<file path="src/rtl/tfw_regs.svh">
`ifndef TFW_REGS_SVH
`define TFW_REGS_SVH

// clock rate in MHz
`define TFW_CLK_MHZ        200
// temperature check period, ms
`define TFW_CHECK_MS       4000
// settle time of sink or bias before sampling, us
`define TFW_SETTLE_US      100
// least time regulator must be good before gates may close, us
`define TFW_PWRUP_US       1000
// sense code width; code is ratiometric, full scale = bias voltage
`define TFW_CODE_W         10
// thresholds as fractions of full scale (code / 1024)
`define TFW_TH_EXT_PU      10'h3E0
`define TFW_TH_OPEN        10'h3C0
`define TFW_TH_HOT         10'h100
`define TFW_TH_SHORT       10'h020

`endif

</file>
<file path="src/rtl/tfw_pkg.sv">
package tfw_pkg;
	typedef enum logic [1:0] {
		TFW_SHUTDOWN,
		TFW_POWERUP,
		TFW_ACTIVE
	} tfw_state_t;

	typedef enum logic [1:0] {
		TFW_IDLE,
		TFW_PULL,
		TFW_BIAS
	} tfw_phase_t;

	typedef enum logic [1:0] {
		TFW_F_NONE,
		TFW_F_SHORT,
		TFW_F_OPEN,
		TFW_F_HOT
	} tfw_fault_t;
endpackage : tfw_pkg

</file>
<file path="src/rtl/tfw_sync_if.sv">
`timescale 1ns/1ps
interface tfw_sync_if;
	logic charger;
	logic ret_low;
	logic reg_ok;
	modport src (output charger, output ret_low, output reg_ok);
	modport dst (input charger, input ret_low, input reg_ok);
endinterface : tfw_sync_if

</file>
<file path="src/rtl/tfw_sync.sv">
`timescale 1ns/1ps
module tfw_sync (
	input  wire logic  clock,        // system clock
	input  wire logic  nrst,         // async reset, active low
	input  wire logic  charger_in,   // raw charger-sense comparator
	input  wire logic  ret_in,       // raw charger-return comparator
	input  wire logic  reg_ok_in,    // raw regulator-good
	tfw_sync_if.src    sync          // synchronised levels
);
	logic [2:0] stage1;
	logic [2:0] stage2;

	always_ff @(posedge clock or negedge nrst) begin
		if (!nrst) begin
			stage1 <= 3'h0;
			stage2 <= 3'h0;
		end else begin
			stage1 <= {charger_in, ret_in, reg_ok_in};
			stage2 <= stage1;
		end
	end

	assign sync.charger = stage2[2];
	assign sync.ret_low = stage2[1];
	assign sync.reg_ok  = stage2[0];
endmodule : tfw_sync

</file>
<file path="src/rtl/tfw_top.sv">
// Contract
// - shutdown turns regulator and circuitry off
// - regulator off forces both gates off
// - charger sense above 0.5 V means connected
// - charger sense always on, wakes from shutdown
// - woken device may shut down if faulted
// - low charger return wakes, not latched
// - bias driven only during temperature reads
// - weak sink; external pullup disables own bias
// - below hot: flag, gates off, stay active
// - open fault clears within one check
// - short: shutdown until charger reinserted
// - undertemperature acts as open, stays awake
// - thresholds are fractions of bias voltage
`timescale 1ns/1ps
`include "tfw_regs.svh"
module tfw_top #(
	parameter int unsigned CHECK_CYC  = `TFW_CHECK_MS * 1000 * `TFW_CLK_MHZ,
	parameter int unsigned SETTLE_CYC = `TFW_SETTLE_US * `TFW_CLK_MHZ,
	parameter int unsigned PWRUP_CYC  = `TFW_PWRUP_US * `TFW_CLK_MHZ
) (
	input  wire logic                   clock,                  // 200 MHz
	input  wire logic                   nrst,                   // async, active low
	input  wire logic                   charger_sense_input,    // sense above 0.5 V
	input  wire logic                   charger_return_input,   // return below ground - 2 V
	input  wire logic                   regulator_output,       // regulator good
	input  wire logic [`TFW_CODE_W-1:0] thermistor_sense_input, // sense code, same clock
	output logic                        regulator_enable,       // regulator on
	output logic                        discharge_gate_drive,   // discharge gate on
	output logic                        charge_gate_drive,      // charge gate on
	output logic                        thermistor_bias_output, // own bias on
	output logic                        sense_sink_enable,      // weak sink on sense pin
	output logic                        overtemp_flag,          // pack overtemperature
	output logic                        open_flag,              // open or undertemperature
	output logic                        short_flag,             // shorted thermistor seen
	output tfw_pkg::tfw_state_t         mode                    // current power mode
);
	import tfw_pkg::*;

	localparam logic [31:0] CHECK_LAST  = 32'(CHECK_CYC - 1);
	localparam logic [31:0] SETTLE_LAST = 32'(SETTLE_CYC - 1);
	localparam logic [31:0] PWRUP_LAST  = 32'(PWRUP_CYC - 1);

	tfw_sync_if sync ();

	tfw_sync u_sync (
		.clock      (clock),
		.nrst       (nrst),
		.charger_in (charger_sense_input),
		.ret_in     (charger_return_input),
		.reg_ok_in  (regulator_output),
		.sync       (sync.src)
	);

	// short first, then open, then hot
	function automatic tfw_fault_t classify(input logic [`TFW_CODE_W-1:0] code);
		if (code < `TFW_TH_SHORT)
			return TFW_F_SHORT;
		else if (code > `TFW_TH_OPEN)
			return TFW_F_OPEN;
		else if (code < `TFW_TH_HOT)
			return TFW_F_HOT;
		else
			return TFW_F_NONE;
	endfunction : classify

	tfw_state_t  state;
	tfw_phase_t  phase;
	logic [31:0] timer;
	logic        cr_wake;
	logic        short_wait;
	tfw_state_t  next_state;
	tfw_phase_t  next_phase;
	logic [31:0] next_timer;
	logic        next_cr_wake;
	logic        next_short_wait;
	logic        next_overtemp;
	logic        next_open;
	logic        next_short;

	wire        chg_s      = sync.charger;
	wire        ret_s      = sync.ret_low;
	wire        rok_s      = sync.reg_ok;
	wire        settle_end = (timer >= SETTLE_LAST);
	wire        check_due  = (timer >= CHECK_LAST);
	wire        ext_pu     = (thermistor_sense_input > `TFW_TH_EXT_PU);
	wire        eval_now   = (phase == TFW_PULL && settle_end && ext_pu) ||
	                         (phase == TFW_BIAS && settle_end);
	wire tfw_fault_t fault = classify(thermistor_sense_input);
	// wake by return input lasts only while it is held
	wire        cr_lost    = cr_wake && !ret_s;
	wire        next_gates = (next_state == TFW_ACTIVE) && rok_s && !next_open && !next_overtemp;

	always_comb begin
		next_state      = state;
		next_phase      = phase;
		next_timer      = timer + 32'h1;
		next_cr_wake    = cr_wake;
		next_short_wait = short_wait;
		next_overtemp   = overtemp_flag;
		next_open       = open_flag;
		next_short      = short_flag;
		unique case (state)
			TFW_SHUTDOWN: begin
				next_phase = TFW_IDLE;
				next_timer = 32'h0;
				// charger must go away before it can wake again
				if (!chg_s)
					next_short_wait = 1'b0;
				if (chg_s && !short_wait) begin
					next_state   = TFW_POWERUP;
					next_cr_wake = 1'b0;
				end else if (ret_s && !short_wait) begin
					next_state   = TFW_POWERUP;
					next_cr_wake = 1'b1;
				end
			end
			TFW_POWERUP: begin
				next_phase = TFW_IDLE;
				if (cr_lost) begin
					next_state = TFW_SHUTDOWN;
				end else if (!rok_s) begin
					next_timer = 32'h0;
				end else if (timer >= PWRUP_LAST) begin
					next_state    = TFW_ACTIVE;
					next_timer    = 32'h0;
					next_overtemp = 1'b0;
					next_open     = 1'b0;
					next_short    = 1'b0;
				end
			end
			TFW_ACTIVE: begin
				if (chg_s)
					next_cr_wake = 1'b0;
				if (cr_lost) begin
					next_state = TFW_SHUTDOWN;
					next_phase = TFW_IDLE;
				end else begin
					unique case (phase)
						TFW_IDLE: if (check_due) begin
							next_phase = TFW_PULL;
							next_timer = 32'h0;
						end
						TFW_PULL: if (settle_end && !ext_pu) begin
							// own bias only for this read
							next_phase = TFW_BIAS;
							next_timer = 32'h0;
						end
						TFW_BIAS: ;
						default: next_phase = TFW_IDLE;
					endcase
					if (eval_now) begin
						next_phase = TFW_IDLE;
						next_timer = 32'h0;
						// a clean read clears open fault
						next_open     = (fault == TFW_F_OPEN);
						next_overtemp = (fault == TFW_F_HOT);
						if (fault == TFW_F_SHORT) begin
							// a woken pack with short sleeps again
							next_short      = 1'b1;
							next_short_wait = 1'b1;
							next_state      = TFW_SHUTDOWN;
						end
					end
				end
			end
			// unused code: fall back to the safe, regulator-off state
			default: begin
				next_state = TFW_SHUTDOWN;
				next_phase = TFW_IDLE;
			end
		endcase
	end

	always_ff @(posedge clock or negedge nrst) begin
		if (!nrst) begin
			state       <= TFW_SHUTDOWN;
			phase       <= TFW_IDLE;
			timer       <= 32'h0;
			cr_wake     <= 1'b0;
			short_wait  <= 1'b0;
		end else begin
			state       <= next_state;
			phase       <= next_phase;
			timer       <= next_timer;
			cr_wake     <= next_cr_wake;
			short_wait  <= next_short_wait;
		end
	end

	// outputs registered from next values so they track state exactly
	always_ff @(posedge clock or negedge nrst) begin
		if (!nrst) begin
			regulator_enable       <= 1'b0;
			discharge_gate_drive   <= 1'b0;
			charge_gate_drive      <= 1'b0;
			thermistor_bias_output <= 1'b0;
			sense_sink_enable      <= 1'b0;
			overtemp_flag          <= 1'b0;
			open_flag              <= 1'b0;
			short_flag             <= 1'b0;
			mode                   <= TFW_SHUTDOWN;
		end else begin
			regulator_enable       <= (next_state != TFW_SHUTDOWN);
			// gates only with a good regulator
			// open and hot faults open gates, device stays awake; a short shuts it down
			discharge_gate_drive   <= next_gates;
			charge_gate_drive      <= next_gates;
			// bias pulsed only in the read phase
			thermistor_bias_output <= (next_phase == TFW_BIAS);
			// weak sink for the whole check
			sense_sink_enable      <= (next_phase != TFW_IDLE);
			overtemp_flag          <= next_overtemp;
			open_flag              <= next_open;
			short_flag             <= next_short;
			mode                   <= next_state;
		end
	end
endmodule : tfw_top

</file>
<file path="config.mk">
export PLATFORM = sky130hd
export DESIGN_NAME = tfw_top
export DESIGN_NICKNAME = d
export VERILOG_FILES = /design/src/rtl/tfw_pkg.sv /design/src/rtl/tfw_sync_if.sv /design/src/rtl/tfw_sync.sv /design/src/rtl/tfw_top.sv
export VERILOG_INCLUDE_DIRS = /design/src /design/src/rtl
export SDC_FILE = /design/constraint.sdc
export NUM_CORES = 1
export LEC_CHECK = 0
export ABC_CLOCK_PERIOD_IN_PS = 2500
export BUFFER_PORTS_ARGS = -buffer_cell sky130_fd_sc_hd__buf_2
export CAP_MARGIN = 20
export CORE_MARGIN = 2
export CORE_UTILIZATION = 40
export DETAILED_ROUTE_END_ITERATION = 12
export GPL_TIMING_DRIVEN = 0
export PLACE_DENSITY_LB_ADDON = 0.12
export SYNTH_ARGS = -nofsm -noshare
export SYNTH_HDL_FRONTEND = slang
export SYNTH_HIERARCHICAL = 1
export SYNTH_SLANG_ARGS = --single-unit
</file>
<file path="constraint.sdc">
create_clock -name clock -period 2.5 [get_ports clock]
set_input_delay 0.25 -clock clock [delete_from_list [all_inputs] [get_ports clock]]
set_output_delay 0.25 -clock clock [all_outputs]
set_load 0.05 [all_outputs]
</file>
## Word-level counts from Yosys, hierarchy flattened

Cells that the tools add are included.

| word-level totals | value |
|---|---|
| bits in writable memories | 0 |
| output and inout port bits | 10 |
| bits in latches | 0 |
| word-level logic and storage cells | 117 |
| flip-flop bits (word level) | 51 |
| input bits | 15 |
| memories | 0 |
| ROM bits | 0 |

| operators by class | value |
|---|---|
| add/subtract/negate cells | 1 |
| shifts and indexed selects | 0 |
| equal/unequal tests | 18 |
| magnitude comparators | 7 |
| divide/modulo/power cells | 0 |
| bitwise gates (word level) | 0 |
| multipliers | 0 |
| reduce and logical (&&, ||, !) cells | 25 |
| multiplexer cells | 52 |

Operator list:

| kind | count |
|---|---|
| 32-bit two-way mux | 7 |
| 32-bit case mux with 3 select lines | 1 |
| 32-bit case mux with 2 select lines | 1 |
| 32-bit by 1-bit adder with 32-bit output (second input constant) | 1 |
| 32-bit by 15-bit greater-or-equal comparator with 1-bit output (second input constant) | 1 |
| 32-bit by 18-bit greater-or-equal comparator with 1-bit output (second input constant) | 1 |
| 32-bit by 30-bit greater-or-equal comparator with 1-bit output (second input constant) | 1 |
| 2-bit two-way mux | 16 |
| 10-bit > comparator (second input constant) | 2 |
| 1-bit two-way mux | 20 |
| 2-bit == test (second input constant) | 6 |
| 2-bit inequality test (second input constant) | 6 |
| 2-bit case mux with 3 select lines | 2 |
| 1-bit logical AND | 10 |
| 10-bit by 6-bit < comparator with 1-bit output (second input constant) | 1 |
| 10-bit by 9-bit < comparator with 1-bit output (second input constant) | 1 |
| 1-bit case mux with 2 select lines | 5 |
| 2-bit nonzero test | 4 |
| 7-bit AND reduction | 1 |
| 2-bit by 1-bit == test with 1-bit output (second input constant) | 3 |
| 1-bit logical NOT | 5 |
| 5-bit AND reduction | 1 |
| 2-bit logical NOT | 2 |
| 2-bit by 1-bit inequality test with 1-bit output (second input constant) | 2 |
| 3 further kinds | 3 |

## Depth between registers and ports, before layout

| depth | value |
|---|---|
| depth in word-level cells | 13 |
| mapped depth | 8 |
| depth with buffers taken out | 7 |

## By module

The synthesis kept the hierarchy.

Modules (own cells, without submodules):

| module | area an instance (sq um) | seq. area each (sq um) | instances | cells each |
|---|---|---|---|---|
| tfw_top | 2,577.5 | 1,126.1 | 1 | 281 |
| tfw_sync | 150.1 | 150.1 | 1 | 6 |

## Least setup slack after synthesis

No wires, ideal clock.

| timing | value |
|---|---|
| path kind | flip-flop to flip-flop |
| start | register, netlist name mode[0] |
| end | register charge_gate_drive |
| cell stages (with the launch flop) | 8 |
| library setup time | 138 ps |
| clock period less this slack | 2,239 ps |
| setup slack | 261 ps |
| data required time | 2,362 ps |
| buffers on the path | 1 |
| arrival time | 2,101 ps |
| cells stage by stage | dfrtp_1 > inv_1 > ha_1 > clkbuf_4 > nand2_1 > or4b_2 > o21ai_0 > a2111oi_2 |

RTL lines:

| what | RTL line | RTL |
|---|---|---|
| end signal, assigned | tfw_top.sv:208 | `charge_gate_drive <= next_gates;` |
| end, declared | tfw_top.sv:30 | `output logic charge_gate_drive,` |

## Final worst setup path

| timing | value |
|---|---|
| start | register timer[30] |
| end | register charge_gate_drive |

| between the ends | value |
|---|---|
| longest elaborated chain between the ends | 11 |
| elaborated cells on any way between the ends | 30 |
| those cells by class | order compare: 2; eq/ne: 1; mux: 18; reduce/logical: 9 |

RTL lines:

| what | RTL line | RTL |
|---|---|---|
| start, declared | tfw_top.sv:69 | `logic [31:0] timer;` |
| start signal, assigned | tfw_top.sv:185 | `timer <= next_timer;` |
| 32-bit by 15-bit greater-or-equal comparator with 1-bit output | tfw_top.sv:84 | `wire settle_end = (timer >= SETTLE_LAST);` |
| 1-bit logical AND (2 in series) | tfw_top.sv:87 | `wire eval_now = (phase == TFW_PULL && settle_end && ext_pu) \|\|` |
| 1-bit logical OR | tfw_top.sv:87 |  |
| 2-bit two-way mux | tfw_top.sv:152 | `if (eval_now) begin` |
| 2-bit two-way mux | tfw_top.sv:135 | `if (cr_lost) begin` |
| 2-bit case mux with 3 select lines | tfw_top.sv:103 | `unique case (state)` |
| 2-bit == test | tfw_top.sv:92 | `wire next_gates = (next_state == TFW_ACTIVE) && rok_s && !next_open && !next_overtemp;` |
| 1-bit logical AND (2 in series) | tfw_top.sv:92 |  |
| 1-bit logical AND (*) | tfw_top.sv:92 |  |
| net next_gates | tfw_top.sv:92 |  |

The timed path passes the listed nets; every way through them passes the cells marked *.
A chain may end at the register's enable or synchronous reset.

==> Flow_metrics.wiki <==
{| class="wikitable"
! Metric !! Value
|-
| Status || finished clean
|-
| Vias after detailed routing || 2089
|-
| Synthesis warning total || 6
|-
| Leading post-synthesis cells by instance count || sky130_fd_sc_hd__nor2_1, sky130_fd_sc_hd__dfrtp_1, sky130_fd_sc_hd__nand2_1
|-
| Initial cell density of the core || 40.8%
|-
| Slowest library cell on the worst path || sky130_fd_sc_hd__a311oi_4
|-
| Synth top area share || 46.8%
|-
| FF+latch count, synth || 51
|-
| Mapped Cells || 287
|-
| Placement Rows || 30
|-
| Cell with the most instances after synthesis || sky130_fd_sc_hd__nor2_1
|-
| Detailed Place HPWL || 4030 um
|-
| Final routed wirelength across all metal layers || 5650 um
|-
| Final worst hold slack || 0.0534 ns
|-
| Layout cells sized above 1 || 20.2%
|-
| Insertion delay to the later sink of the worst-skew pair || 0.30 ns
|-
| Antenna-violating nets left || 0
|-
| Sequential element share of the synthesized area || 46.8%
|-
| Number of sinks on the clock net || 51
|-
| H-Tree Depth || 2
|-
| Crit-path leading delay family || compound AO/OA/AOI/OAI gates
|-
| Clock Skews || 0.0105 ns
|-
| Core Area || 6680 um^2
|-
| Average cell area after synthesis || 9.50 um^2
|-
| Number of global-route vias before repair || 2150
|-
| Grt total ovfl || 0
|-
| Net count after synthesis || 307
|-
| Final Wtd Congestion || 0.776
|-
| Worst-case clock buffer depth || 2
|-
| Leakage power of the design || 1.37 nW
|-
| Wire length per cell after detailed routing || 13.9 um
|-
| Largest net degree at the start of global routing || 34
|-
| Post-synthesis async set-or-reset flop share || 100%
|-
| Via-to-Cell Ratio || 5.15
|-
| Post-synth design cell area || 2730 um^2
|-
| Data arrival time of the critical path || 2.54 ns
|-
| Cells along the critical path || or3_4 > nand4b_4 > a311oi_4 > or4b_4 > o21ai_0 > a2111oi_2
|-
| Count of filler cells inserted in the layout || 650
|-
| Final Setup Violations || 0
|-
| CTS root buf || sky130_fd_sc_hd__clkbuf_8
|-
| Global routing usage summed across all routing layers || 16.8%
|-
| EDFF count, synth || 0
|-
| Number of nets at the end of the flow || 345
|-
| Cells taking the most area after synthesis || sky130_fd_sc_hd__dfrtp_1, sky130_fd_sc_hd__nor2_1, sky130_fd_sc_hd__xnor2_1
|-
| Final count of pins violating max slew || 0
|-
| Final hold vios || 0
|-
| Non-Filler Instances || 406
|-
| Slew at the pin closest to its max-slew limit || 0.623 ns
|-
| Post-route fraction of the period consumed by the critical path || 94.9%
|-
| Number of antenna violations at the first check in global routing || 0
|-
| Maximum capacitance violations || 0
|-
| Element type at the critical path start || flop
|-
| Class of the most critical setup path || reg -> reg
|-
| Global-route wire length before repair || 10100 um
|-
| CP Max Fanout || 6
|-
| Highest clock frequency the design can meet || 0.422 GHz
|-
| Most used DFF post-synth || sky130_fd_sc_hd__dfrtp_1
|-
| Required arrival time at the worst endpoint || 2.67 ns
|-
| Final antenna diode count || 0
|-
| Number of different library cells in the post-synthesis netlist || 52
|-
| PD cells || 467 nW/um^2
|-
| Die ar. || 7500 um^2
|-
| Buf/Inv on CP || 0
|-
| Crit path largest cell delay || 0.48 ns
|-
| CTS clock-pin slew for the worst setup and hold paths || 0.09 ns
|-
| CTS tree || yes
|-
| Synthesis-to-finish area growth || 17.5%
|-
| VDD IR max || 0.333 mV
|-
| RSZ-0062 raised after global routing || false
|-
| Chip width || 86.6 um
|-
| Clock buffers created by TritonCTS || 5
|-
| Cell taking the most area after synthesis || sky130_fd_sc_hd__dfrtp_1
|-
| Minimum clock period || 2.37 ns
|-
| Chip Height || 86.6 um
|-
| Instance count after placement with tap cells included || 392
|-
| Kind of capture point of the worst setup path || flop
|-
| Hold WC Path Type || in -> reg
|-
| Number of remaining DRC errors || 0
|-
| Number of DRC markers in iteration 0 || 42
|-
| Slew Limit Headroom || 58.1%
|-
| Count of buffers inserted at the top-level ports || 24
|-
| Total I/O pin count || 25
|-
| Length of the first detailed-routing pass in iterations || 4
|}
==> cell usage in the layout, fill, tap and decap left out, drive strengths merged, types with 2 or more instances in the layout <==
master	count
nor4	7
a21oi	5
and4	2
o22ai	3
xor2	14
clkbuf	8
and3	5
or4	4
nand2b	4
o31ai	3
inv	16
and2	2
o211ai	2
nor2	52
nand4	9
nand2	21
nor3	8
dfrtp	51
o21ai	8
buf	35
or3	3
a31oi	3
xnor2	16
nand3	15
ha	5
a311oi	2
==> power by group <==
group	switching (mW)	leakage [nW]	internal, mW	total [mW]
Combinational	0.0407	0.632	0.0257	0.0663
Clock	0.266	0.0612	0.324	0.590
Sequential	0.00774	0.679	0.833	0.841
Total	0.314	1.37	1.18	1.50
==> final timing paths <==
kind,end,start,slack (ns),cells past startpoint
max,charge_gate_drive,timer[30],0.13,6
min,u_sync/stage1[0],regulator_output,0.05,1
max reg2reg,charge_gate_drive,timer[30],0.13,6
min reg2reg,u_sync/stage2[1],u_sync/stage1[1],0.36,0
max in group asynchronous,timer[14],nrst,1.52,3
min in group asynchronous,charge_gate_drive,nrst,0.43,2
==> flip-flops by register name (all words and copies together) (netlist names) <==
signal                  flops
short_flag                  1
phase                       2
timer                      32
charge_gate_drive           1
u_sync/stage1               3
sense_sink_enable           1
short_wait                  1
open_flag                   1
cr_wake                     1
regulator_enable            1
u_sync/stage2               3
thermistor_bias_output      1
mode                        2
overtemp_flag               1
==> worst reg2reg max path: stages (launching register included) <==
cell	delay, ns
sky130_fd_sc_hd__dfrtp_1	0.41
sky130_fd_sc_hd__or3_4	0.41
sky130_fd_sc_hd__nand4b_4	0.20
sky130_fd_sc_hd__a311oi_4	0.48
sky130_fd_sc_hd__or4b_4	0.23
sky130_fd_sc_hd__o21ai_0	0.10
sky130_fd_sc_hd__a2111oi_2	0.41
==> what timing repair did <==
action	4_1_cts	5_1_grt
pin swaps	0	3
endpoints found under the setup margin	32	34
buffers inserted	0	5
hold buffers	1	0
gates resized for setup	4	11
endpoints found under the hold margin	18	0
==> metal layers <==
metal,global-route usage (%),up-vias,wire [um]
met5,0,-,0
met4,4.40,0,33
met3,2.86,2,130
met2,26.4,20,2560
met1,24.2,991,2920
li1,-,1076,-
==> through the flow <==
stage               power, mW  worst slack, ns  instance area [um^2]  setup TNS [ns]  utilization (%)
floorplan               0.881            0.261                  2730               0                -
global placement        0.919           -0.185                  2950          -0.764             44.1
detailed placement      0.923           -0.149                  2970          -0.343             44.4
CTS                      1.52         0.000103                  3120               0             46.7
global route             1.56          0.00452                  3210               0             48.0
finish                   1.50            0.128                  3210               0             48.0
==> cells by family (layout without fill, tap and decap cells) <==
kind of cell	Yosys count	in the layout	synth area share, %
fa+ha+maj	5	5	2.29
mux	1	1	0.413
compound gates	38	38	10.6
flops	51	51	46.8
xor+xnor	30	30	9.63
buf+inv	23	62	4.59
simple gates	139	139	25.7
==> area by class of cell <==
type | instances | area (um^2) | share of cell area, %
tap | 80 | 100 | 3.12
sequential | 51 | 1280 | 39.9
clock buffer | 6 | 82.6 | 2.58
inverter | 16 | 60.1 | 1.87
multi-input combinational | 213 | 1400 | 43.6
buffer | 7 | 65.1 | 2.03
clock inverter | 2 | 35.0 | 1.09
timing repair buffer | 31 | 188 | 5.85
Note: power is estimated with default switching activity, not from simulation.
